--- src/hw/cfrx_pkg.sv ---
package cfrx_pkg;

   // Register byte offsets.
   localparam logic [11:0] RX0_PAYLOAD_LOW_OFS = 12'h1b8;
   localparam logic [11:0] RX0_PAYLOAD_HIGH_OFS = 12'h1bc;
   localparam logic [11:0] RX1_PAYLOAD_LOW_OFS = 12'h1c8;
   localparam logic [11:0] RX1_PAYLOAD_HIGH_OFS = 12'h1cc;
   localparam logic [11:0] FILTER_MASTER_OFS = 12'h200;
   localparam logic [11:0] BANK_MODE_OFS = 12'h204;
   localparam logic [11:0] BANK_SCALE_OFS = 12'h20c;
   localparam logic [11:0] BANK_QUEUE_OFS = 12'h214;
   localparam logic [11:0] BANK_ENABLE_OFS = 12'h21c;
   // Bank filter word window; not decoded here, the modify-permission check uses BANK_WORD_SEL instead.
   localparam logic [11:0] BANK_WORDS_FIRST_OFS = 12'h240;
   localparam logic [11:0] BANK_WORDS_LAST_OFS = 12'h31c;

   // Filter master field layout and reset value.
   localparam int SETUP_MODE_BIT = 0;
   localparam int FIRST_BANK_LSB = 8;
   localparam int FIRST_BANK_W = 6;
   localparam logic [31:0] FILTER_MASTER_RST = 32'h2a1c0e01;
   localparam logic [5:0] FIRST_BANK_MIN = 6'h01;
   localparam logic [5:0] FIRST_BANK_MAX = 6'h1b;

   // Bank count and per-bank register layout.
   localparam int NUM_BANKS = 28;
   localparam logic [27:0] BANK_BITS_RST = 28'h0000000;

   // Byte lane positions inside a payload word.
   localparam int BYTE_W = 8;
   localparam int PAYLOAD_BYTES = 8;

endpackage

--- src/hw/cfrx_regs.sv ---
`timescale 1ns/1ps
`default_nettype none

module cfrx_regs
   import cfrx_pkg::*;
#(
   parameter bit WIDE_VARIANT = 1'b1
) (
   input wire logic CLK,
   input wire logic SYS_RST,
   input wire logic PSEL,
   input wire logic PENABLE,
   input wire logic PWRITE,
   input wire logic [11:0] PADDR,
   input wire logic [31:0] PWDATA,
   output logic [31:0] PRDATA,
   output logic PREADY,
   output logic PSLVERR,
   input wire logic RX_STORE,
   input wire logic RX_STORE_QUEUE,
   input wire logic [63:0] RX_STORE_PAYLOAD,
   input wire logic [4:0] BANK_WORD_SEL,
   output logic FILTER_SETUP_MODE,
   output logic [5:0] SECOND_PORT_FIRST_BANK,
   output logic [27:0] BANK_LIST_OR_MASK_SEL,
   output logic [27:0] BANK_WIDTH_SEL,
   output logic [27:0] BANK_QUEUE_SEL,
   output logic [27:0] BANK_MATCH_ENABLED,
   output logic BANK_WORDS_WRITABLE
);
   import cfrx_pkg::*;

   typedef enum logic [1:0] {
      CFRX_IDLE = 2'b00,
      CFRX_ACCESS = 2'b01,
      CFRX_DONE = 2'b11
   } cfrx_state_t;

   cfrx_state_t state_r;
   cfrx_state_t state_nxt;

   logic filter_setup_mode_r;
   logic [5:0] second_port_first_bank_r;
   logic [27:0] bank_list_or_mask_sel_r;
   logic [27:0] bank_width_sel_r;
   logic [27:0] bank_queue_sel_r;
   logic [27:0] bank_enabled_r;
   logic [7:0] payload_r [2][PAYLOAD_BYTES];
   logic [31:0] prdata_r;
   logic pready_r;
   logic pslverr_r;
   logic [27:0] match_en_r;
   logic words_wr_r;

   // Bank population mask: upper banks are reserved on the narrow variant.
   wire [27:0] bank_mask = WIDE_VARIANT ? 28'hfffffff : 28'h0003fff;
   wire [5:0] first_bank_mask = WIDE_VARIANT ? 6'h3f : 6'h00;

   // Address decode.
   wire hit_rx0_lo = PADDR == RX0_PAYLOAD_LOW_OFS;
   wire hit_rx0_hi = PADDR == RX0_PAYLOAD_HIGH_OFS;
   wire hit_rx1_lo = PADDR == RX1_PAYLOAD_LOW_OFS;
   wire hit_rx1_hi = PADDR == RX1_PAYLOAD_HIGH_OFS;
   wire hit_master = PADDR == FILTER_MASTER_OFS;
   wire hit_mode = PADDR == BANK_MODE_OFS;
   wire hit_scale = PADDR == BANK_SCALE_OFS;
   wire hit_queue = PADDR == BANK_QUEUE_OFS;
   wire hit_enable = PADDR == BANK_ENABLE_OFS;
   wire hit_any = hit_rx0_lo | hit_rx0_hi | hit_rx1_lo | hit_rx1_hi | hit_master |
      hit_mode | hit_scale | hit_queue | hit_enable;

   // A write commits in the access cycle, which is the one with pready high.
   wire wr_go = (state_r == CFRX_ACCESS) && PSEL && PENABLE && PWRITE;
   wire wr_master = wr_go && hit_master;
   wire wr_mode = wr_go && hit_mode && filter_setup_mode_r;
   wire wr_scale = wr_go && hit_scale && filter_setup_mode_r;
   wire wr_queue = wr_go && hit_queue && filter_setup_mode_r;
   wire wr_enable = wr_go && hit_enable;

   // Payload words assembled from stored bytes, byte 0 in the bottom lane.
   wire [31:0] rx0_lo = {payload_r[0][3], payload_r[0][2], payload_r[0][1], payload_r[0][0]};
   wire [31:0] rx0_hi = {payload_r[0][7], payload_r[0][6], payload_r[0][5], payload_r[0][4]};
   wire [31:0] rx1_lo = {payload_r[1][3], payload_r[1][2], payload_r[1][1], payload_r[1][0]};
   wire [31:0] rx1_hi = {payload_r[1][7], payload_r[1][6], payload_r[1][5], payload_r[1][4]};

   // Filter master read value: reserved bits always show their reset value.
   wire [31:0] master_rd = (FILTER_MASTER_RST & ~32'h00003f01) |
      {18'h00000, second_port_first_bank_r, 7'h00, filter_setup_mode_r};

   // Per-bank read words; the four reserved top bits are forced to zero.
   // Software may write ones there, but it never reads them back.
   wire [31:0] mode_rd = {4'h0, bank_list_or_mask_sel_r};
   wire [31:0] scale_rd = {4'h0, bank_width_sel_r};
   wire [31:0] queue_rd = {4'h0, bank_queue_sel_r};
   wire [31:0] enable_rd = {4'h0, bank_enabled_r};

   // Read data mux; an unmapped address reads as zero.
   wire [31:0] rd_mux =
      hit_rx0_lo ? rx0_lo :
      hit_rx0_hi ? rx0_hi :
      hit_rx1_lo ? rx1_lo :
      hit_rx1_hi ? rx1_hi :
      hit_master ? master_rd :
      hit_mode ? mode_rd :
      hit_scale ? scale_rd :
      hit_queue ? queue_rd :
      hit_enable ? enable_rd : 32'h00000000;

   // Acceptance may use a bank only if enabled and filters are running.
   wire [27:0] match_en_nxt = filter_setup_mode_r ? 28'h0000000 : bank_enabled_r;

   // A bank's filter words are writable when it is disabled or setup is on.
   wire bank_sel_ok = BANK_WORD_SEL < 5'(NUM_BANKS);
   wire bank_sel_off = bank_sel_ok && !bank_enabled_r[BANK_WORD_SEL];
   wire words_wr_nxt = filter_setup_mode_r | bank_sel_off;

   // Bus answer next values: the answer stands only in the access cycle.
   // They are taken from the next state so that ready rises with the access phase.
   wire enter_access = (state_nxt == CFRX_ACCESS);
   wire pready_nxt = enter_access;
   wire pslverr_nxt = enter_access && !hit_any;
   wire [31:0] prdata_nxt = (enter_access && !PWRITE) ? rd_mux : 32'h00000000;

   // Filter master next values; without a committed write the old value is kept.
   // The first-bank field is masked to zero on the narrow variant.
   wire filter_setup_mode_nxt = wr_master ? PWDATA[SETUP_MODE_BIT] : filter_setup_mode_r;
   wire [5:0] first_bank_wr = PWDATA[FIRST_BANK_LSB +: FIRST_BANK_W] & first_bank_mask;
   wire [5:0] second_port_first_bank_nxt = wr_master ? first_bank_wr : second_port_first_bank_r;

   // Per-bank next values; banks absent on the narrow variant stay at zero.
   // The write enables already carry the setup-mode lock where it applies.
   wire [27:0] bank_wr_data = PWDATA[27:0] & bank_mask;
   wire [27:0] bank_list_or_mask_sel_nxt = wr_mode ? bank_wr_data : bank_list_or_mask_sel_r;
   wire [27:0] bank_width_sel_nxt = wr_scale ? bank_wr_data : bank_width_sel_r;
   wire [27:0] bank_queue_sel_nxt = wr_queue ? bank_wr_data : bank_queue_sel_r;
   wire [27:0] bank_enabled_nxt = wr_enable ? bank_wr_data : bank_enabled_r;

   // Slave sequencing: setup, one access cycle with pready, then the done state and idle or the next access.
   always_comb begin
      state_nxt = state_r;
      unique case (state_r)
         CFRX_IDLE: begin
            if (PSEL && !PENABLE) begin
               state_nxt = CFRX_ACCESS;
            end
         end
         CFRX_ACCESS: begin
            state_nxt = CFRX_DONE;
         end
         CFRX_DONE: begin
            state_nxt = (PSEL && !PENABLE) ? CFRX_ACCESS : CFRX_IDLE;
         end
         default: begin
            state_nxt = CFRX_IDLE;
         end
      endcase
   end

   // Bus state register.
   // Only the sequencer's state lives here; the answer flops follow below.
   always_ff @(posedge CLK) begin
      if (SYS_RST) begin
         state_r <= CFRX_IDLE;
      end else begin
         state_r <= state_nxt;
      end
   end

   // Ready flop: high for exactly the access cycle of each transfer.
   // The slave never stretches a transfer, so no wait state is inserted.
   always_ff @(posedge CLK) begin
      if (SYS_RST) begin
         pready_r <= 1'b0;
      end else begin
         pready_r <= pready_nxt;
      end
   end

   // Error flop: an unmapped address is flagged together with ready.
   // The write is then dropped and the read returns zero.
   always_ff @(posedge CLK) begin
      if (SYS_RST) begin
         pslverr_r <= 1'b0;
      end else begin
         pslverr_r <= pslverr_nxt;
      end
   end

   // Read data flop: zero except during the access cycle of a read.
   // Clearing it elsewhere keeps a stale word from looking like an answer.
   always_ff @(posedge CLK) begin
      if (SYS_RST) begin
         prdata_r <= 32'h00000000;
      end else begin
         prdata_r <= prdata_nxt;
      end
   end

   // Filter setup bit; it gates the mode, scale and queue registers.
   // It resets to one so that banks can be configured before filtering starts.
   always_ff @(posedge CLK) begin
      if (SYS_RST) begin
         filter_setup_mode_r <= FILTER_MASTER_RST[SETUP_MODE_BIT];
      end else begin
         filter_setup_mode_r <= filter_setup_mode_nxt;
      end
   end

   // First bank of the second port; writes load zero on the narrow part.
   // The field is not range checked, so software must keep it within 1 to 27.
   always_ff @(posedge CLK) begin
      if (SYS_RST) begin
         second_port_first_bank_r <= FILTER_MASTER_RST[FIRST_BANK_LSB +: FIRST_BANK_W];
      end else begin
         second_port_first_bank_r <= second_port_first_bank_nxt;
      end
   end

   // Bank mode bits, reset to identifier-mask mode for every bank.
   always_ff @(posedge CLK) begin
      if (SYS_RST) begin
         bank_list_or_mask_sel_r <= BANK_BITS_RST;
      end else begin
         bank_list_or_mask_sel_r <= bank_list_or_mask_sel_nxt;
      end
   end

   // Bank scale bits, reset to the dual 16-bit arrangement.
   always_ff @(posedge CLK) begin
      if (SYS_RST) begin
         bank_width_sel_r <= BANK_BITS_RST;
      end else begin
         bank_width_sel_r <= bank_width_sel_nxt;
      end
   end

   // Bank queue bits, reset so that every bank feeds queue 0.
   always_ff @(posedge CLK) begin
      if (SYS_RST) begin
         bank_queue_sel_r <= BANK_BITS_RST;
      end else begin
         bank_queue_sel_r <= bank_queue_sel_nxt;
      end
   end

   // Bank enable bits, reset to all banks off.
   // They are writable at any time; the bank words and the match enable set depend on them.
   always_ff @(posedge CLK) begin
      if (SYS_RST) begin
         bank_enabled_r <= BANK_BITS_RST;
      end else begin
         bank_enabled_r <= bank_enabled_nxt;
      end
   end

   // Registered enable set seen by the matching engine; it lags by one cycle.
   always_ff @(posedge CLK) begin
      if (SYS_RST) begin
         match_en_r <= BANK_BITS_RST;
      end else begin
         match_en_r <= match_en_nxt;
      end
   end

   // Registered write permission for the selected bank's filter words.
   // After reset setup mode is on, so every bank starts out writable.
   always_ff @(posedge CLK) begin
      if (SYS_RST) begin
         words_wr_r <= 1'b1;
      end else begin
         words_wr_r <= words_wr_nxt;
      end
   end

   // Payload storage: only the receive path loads it, the bus never does.
   // Each queue keeps the bytes of its most recently stored message, byte 0 lowest.
   for (genvar q = 0; q < 2; q++) begin : g_queue
      // A store strobe lands only in the queue that the receive path names.
      wire store_here = RX_STORE && (RX_STORE_QUEUE == 1'(q));
      for (genvar b = 0; b < PAYLOAD_BYTES; b++) begin : g_byte
         // Bytes beyond the message length keep whatever the receive path stored.
         wire [7:0] byte_nxt = store_here ? RX_STORE_PAYLOAD[b*BYTE_W +: BYTE_W] : payload_r[q][b];
         always_ff @(posedge CLK) begin
            if (SYS_RST) begin
               payload_r[q][b] <= 8'h00;
            end else begin
               payload_r[q][b] <= byte_nxt;
            end
         end
      end
   end

   assign PRDATA = prdata_r;
   assign PREADY = pready_r;
   assign PSLVERR = pslverr_r;
   assign FILTER_SETUP_MODE = filter_setup_mode_r;
   assign SECOND_PORT_FIRST_BANK = second_port_first_bank_r;
   assign BANK_LIST_OR_MASK_SEL = bank_list_or_mask_sel_r;
   assign BANK_WIDTH_SEL = bank_width_sel_r;
   assign BANK_QUEUE_SEL = bank_queue_sel_r;
   assign BANK_MATCH_ENABLED = match_en_r;
   assign BANK_WORDS_WRITABLE = words_wr_r;

endmodule

`default_nettype wire

--- config.mk ---
export PLATFORM = sky130hd
export DESIGN_NAME = cfrx_regs
export DESIGN_NICKNAME = d
export VERILOG_FILES = /design/src/hw/cfrx_pkg.sv /design/src/hw/cfrx_regs.sv
export SDC_FILE = /design/constraint.sdc
export NUM_CORES = 1
export LEC_CHECK = 0
export BUFFER_PORTS_ARGS = -buffer_cell sky130_fd_sc_hd__buf_2
export CAP_MARGIN = 20
export CELL_PAD_IN_SITES_DETAIL_PLACEMENT = 1
export CELL_PAD_IN_SITES_GLOBAL_PLACEMENT = 2
export CORE_ASPECT_RATIO = 1.75
export CORE_MARGIN = 5
export CORE_UTILIZATION = 28
export CTS_BUF_LIST = sky130_fd_sc_hd__clkbuf_16
export DETAILED_ROUTE_END_ITERATION = 16
export PLACE_DENSITY_LB_ADDON = 0.1
export SLEW_MARGIN = 30
export SYNTH_ARGS = -nofsm -noshare
export SYNTH_HDL_FRONTEND = slang
export SYNTH_SLANG_ARGS = --single-unit
--- constraint.sdc ---
create_clock -name CLK -period 2.45 [get_ports CLK]
set_input_delay 0.3675 -clock CLK [delete_from_list [all_inputs] [get_ports CLK]]
set_output_delay 0.3675 -clock CLK [all_outputs]
set_load 0.005 [all_outputs]
# Word level (Yosys, flattened, before mapping)
# Memories as Yosys holds them, arrays and structs flattened.
# Index checks and enable logic that the tools add are counted.
# classes
addsub,0
mul,0
n_div,0
magnitude_cmp,2
eq_ne,12
shifts,0
n_mux,49
bitwise,27
reduce_logical,24
# op_table
operator,count
8-bit 2-to-1 mux,32
32-bit 2-to-1 mux,4
28-bit 2-to-1 mux,4
12-bit by 10-bit == test with 1-bit output (second input constant),5
12-bit by 9-bit == test with 1-bit output (second input constant),4
30-bit 2-to-1 mux,1
1-bit bitwise OR,25
1-bit logical AND,17
5-bit by 6-bit less-than comparator with 1-bit output (second input constant),1
2-bit one-hot mux with 3 select lines,1
1-bit binary-select mux with 5-bit select,1
5-bit less-than comparator (second input constant),1
1-bit 2-to-1 mux,5
2-bit by 1-bit == test with 1-bit output (second input constant),2
1-bit zero test,4
2-bit OR reduction,2
2-bit == test (second input constant),1
2-bit zero test,1
2-bit 2-to-1 mux,1
1-bit NOT,2
# totals
regBits,184
latchBits,0
mem_bits_rw,128
romBits,0
in_bits,120
output_inout_bits,154
elab_cells,127
mem_count,1
# memory_table
name,depth,width,rd,rd_clocked_by_memory_dff,wr,line,text
payload_r,2,64,2,0,2,cfrx_regs.sv:48,logic [7:0] payload_r [2][PAYLOAD_BYTES];

# Depth between registers and ports, before layout
# logic_depth
depth_word,11
mapped_depth,9
mapped_depth_nobuf,5

# Worst setup path after synthesis
# No wires, ideal clock.
# synth_timing
kind,input to register
start,input PADDR[6]
end,"register bank_list_or_mask_sel_r[10], in the netlist BANK_LIST_OR_MASK_SEL[10]"
setup_ns,0.132
arrival_time_ns,2.215
required_time_ns,2.318
setup_slack_ns,0.102
path_stages,8
path_buffers,3
path_cell_list,or4b_4 > or3_1 > buf_2 > or4_1 > buf_2 > buf_6 > nand2_1 > a21oi_1
# synth_between
elab_chain_cells,3
# synth_lines
element,line,text
from (decl),cfrx_regs.sv:14,"input wire logic [11:0] PADDR,"
12-bit by 10-bit == test with 1-bit output,cfrx_regs.sv:65,wire hit_mode = PADDR == BANK_MODE_OFS;
1-bit logical AND (2 in series),cfrx_regs.sv:75,wire wr_mode = wr_go && hit_mode && filter_setup_mode_r;
to (signal assigned),cfrx_regs.sv:224,bank_list_or_mask_sel_r <= bank_list_or_mask_sel_nxt;
to (decl),cfrx_regs.sv:44,logic [27:0] bank_list_or_mask_sel_r;
# No other way between the ends.
# A chain may end at the register's enable or synchronous reset.

# Worst setup path in the final report
# layout_timing
start,input PADDR[6]
end,"register prdata_r[23], in the netlist PRDATA[23]"
# layout_between
elab_chain_cells,10
word_cells_on_any_way,18
classes_between,9 x eq/ne; 9 x mux
# layout_lines
element,line,text
12-bit by 10-bit == test with 1-bit output,cfrx_regs.sv:68,wire hit_enable = PADDR == BANK_ENABLE_OFS;
28-bit 2-to-1 mux,cfrx_regs.sv:107,hit_enable ? enable_rd : 32'h00000000;
28-bit 2-to-1 mux,cfrx_regs.sv:106,hit_queue ? queue_rd :
28-bit 2-to-1 mux,cfrx_regs.sv:105,hit_scale ? scale_rd :
28-bit 2-to-1 mux,cfrx_regs.sv:104,hit_mode ? mode_rd :
30-bit 2-to-1 mux,cfrx_regs.sv:103,hit_master ? master_rd :
32-bit 2-to-1 mux,cfrx_regs.sv:102,hit_rx1_hi ? rx1_hi :
32-bit 2-to-1 mux,cfrx_regs.sv:101,hit_rx1_lo ? rx1_lo :
32-bit 2-to-1 mux,cfrx_regs.sv:100,hit_rx0_hi ? rx0_hi :
32-bit 2-to-1 mux *,cfrx_regs.sv:99,hit_rx0_lo ? rx0_lo :
to (signal assigned),cfrx_regs.sv:195,prdata_r <= prdata_nxt;
to (decl),cfrx_regs.sv:49,logic [31:0] prdata_r;
# Every way passes the cells marked *; elsewhere a longest branch is shown, timed or not.

==> out/metrics.cfg <==
[global_routing]
grt_use_met2 = 0.4155
grt_pass1_vias = 13500
grt_use_total = 0.2183
use_met3 = 0.03188
gr-total-overflow = 0
grt_util_met1 = 0.2566
antenna_found_initial = 2
grt.busiest_layer = met2
grt_max_degree = 135
grt_pass1_wl_mm = 86.78

[placement]
dp_hpwl_mm = 42.91
numPortBuffers = 269
placed_area_sq_mm = 0.01564
gp_congestion = 0.8160

[power_and_ir_drop]
vdd_drop_max_mv = 0.4107
p_total_mw = 10.91
leakage_nw = 6.485
p_per_area_mw_per_mm2 = 654.3

[timing]
rsz0062_at_grt = false
fmax_mhz = 466.7
skew_ns = 0.009696
hold_viol = 0
finalHoldWorstSlack_ns = 0.09249
setup_violations = 0
max_slew.worst_pin.slew_ns = 0.6738
finalCritPeriodShare = 0.8746
maxSlewViolCount = 0
post-route-min-period_ns = 2.143
slew_headroom = 0.5392

[routing]
vias_per_cell = 5.054
drc = 0
drt-total-wl_mm = 57.57
num_vias = 12920
dr.first_iter.drc_count = 667
routedWlPerCell_um = 22.51
dr.pass1.iters = 4
ant_nets = 0

[die]
fp.dieH_um = 295.7
rows = 104
dieArea_sq_mm = 0.05122
die_w_um = 173.2
core_sq_mm = 0.04606
initial_core_util = 0.2834
io_pins = 274

[yosys]
ys.flop_type = dfxtp_1
synth_common_cells = nand2_1, dfxtp_1, a21oi_1, clkbuf_1, nor2_1
synthMostInstantiatedCell = nand2_1
syn_area_sq_mm = 0.01306
synth.distinct_cells = 56
netlist_instances = 1680
yosys.area.top_type = dfxtp_1
syn_area_per_cell_sq_um = 7.772
async_flop_share = 0
synth_edf_count = 0
syn_nets = 1800
ys_seq_area_frac = 0.4784
yosysTopAreaCellShare = 0.4784
yosys-top-cells-area = dfxtp_1, nand2_1, a21oi_1, clkbuf_1, nor2_1
yosysWarnings = 0
synth.ff_latch_count = 312

[setup_path]
worstSetupPathType = in2reg
critPathMaxFanout = 11
cp.arrival_ns = 2.60
required_ns = 2.91
setup.worst_path.end_class = flop
worst_setup_path_start_kind = input pin

[final_layout]
final.fill_count = 5679
post-route-cell-area_sq_mm = 0.01668
seq_area_sq_mm = 0.006246
antenna-diode-count = 0
fin_nets = 2072
syn_to_final_growth_pct = 27.72
utilization = 0.3620
drive_gt1_frac = 0.2254
multi_input_area_sq_mm = 0.006127

[cts]
htreeDepth = 2
clk_latency_ns = 0.52
clockBufferDepth = 3
cts_made_buffers = 34
cts-resized-gates = 0
cts.sinks = 312
cts_tree = yes
root_buffer = clkbuf_16
post_cts_buffers = 0
cts.clk_slew.worst_paths_ns = 0.06
ctsHoldBuffers = 0

[run_status]
status = completed

[job]
maxCapViolations = 0

[hold_path]
worstHoldPathType = in2reg

-- kinds of logic after synthesis --
group / share of synthesized area
compound gates: 0.2122
xor+xnor: 0.0006709
buf+inv: 0.05520
flops: 0.4784
mux: 0.02195
simple gates: 0.2316
-- worst paths after layout --
kind         cells after the start  slack [ns]                   endpoint        startpoint
max                              9        0.31                 PRDATA[23]          PADDR[6]
min                              2        0.09  BANK_LIST_OR_MASK_SEL[13]           SYS_RST
max reg2reg                      7        0.31         BANK_WIDTH_SEL[14]        state_r[1]
min reg2reg                      2        0.46           payload_r[0][19]  payload_r[0][19]
-- power by group --
part,leakage (nW),switching [mW],internal (mW)
logic,3.43,0.482,0.245
clock network,0.530,2.16,2.80
registers,2.53,0.0508,5.17
-- layout make-up --
class	count	area share
clock inverter	21	0.006603
sequential	312	0.3745
clock buffer	37	0.05552
multi-input combinational	1191	0.3674
inverter	39	0.008778
tap	583	0.04374
timing repair buffer	374	0.1434
-- worst max-delay path, stage by stage --
cell,delay [ns]
buf_2,0.10
or4b_4,0.58
nor4_2,0.22
buf_4,0.23
buf_12,0.16
o21ai_0,0.23
o32ai_1,0.40
buf_4,0.19
a22o_1,0.11
-- stage by stage --
step	setup TNS [ns]	setup slack, ns	std cells
after floorplan	0	0.1025	1680
after global routing	0	0.1333	2557
after CTS	0	0.2885	2557
after global placement	-2.653	-0.2576	2499
final	0	0.3073	2557
after detailed placement	-3.480	-0.2429	2499
-- flip-flops by register name, summed over array words and instances, names as in the netlist --
| name | flops |
|---|---|
| payload_r | 128 |
| FILTER_SETUP_MODE | 1 |
| BANK_MATCH_ENABLED | 28 |
| PRDATA | 32 |
| SECOND_PORT_FIRST_BANK | 6 |
| BANK_WIDTH_SEL | 28 |
| BANK_WORDS_WRITABLE | 1 |
| bank_enabled_r | 28 |
| PREADY | 1 |
| BANK_QUEUE_SEL | 28 |
| state_r | 2 |
| PSLVERR | 1 |
| BANK_LIST_OR_MASK_SEL | 28 |
-- routing by layer --
| layer | share of wire | wire length, um | vias up |
|---|---|---|---|
| met5 | 0.00023 | 13 | - |
| met2 | 0.53 | 30290 | 279 |
| met4 | 0.023 | 1340 | 2 |
| li1 | - | - | 6258 |
| met1 | 0.42 | 23920 | 6324 |
| met3 | 0.035 | 2000 | 59 |
-- cells in the final DEF (no fill, tap or decap), types with 8 or more instances in the layout --
cell type,Yosys,layout
a2111oi_0,14,14
a21oi_1,295,295
a221oi_1,12,12
a22o_1,16,16
a22oi_1,16,16
and2_1,25,24
buf_12,0,20
buf_2,9,268
buf_4,4,85
clkbuf_16,0,37
clkinv_1,0,11
dfxtp_1,312,312
inv_1,39,44
nand2_1,504,503
nand3_1,21,21
nor2_1,54,54
nor2b_1,18,17
nor3_1,31,31
o21a_1,22,22
o21ai_0,40,40
o22ai_1,8,8
o32ai_1,16,16
No activity file was read; power rests on OpenSTA's default activity.
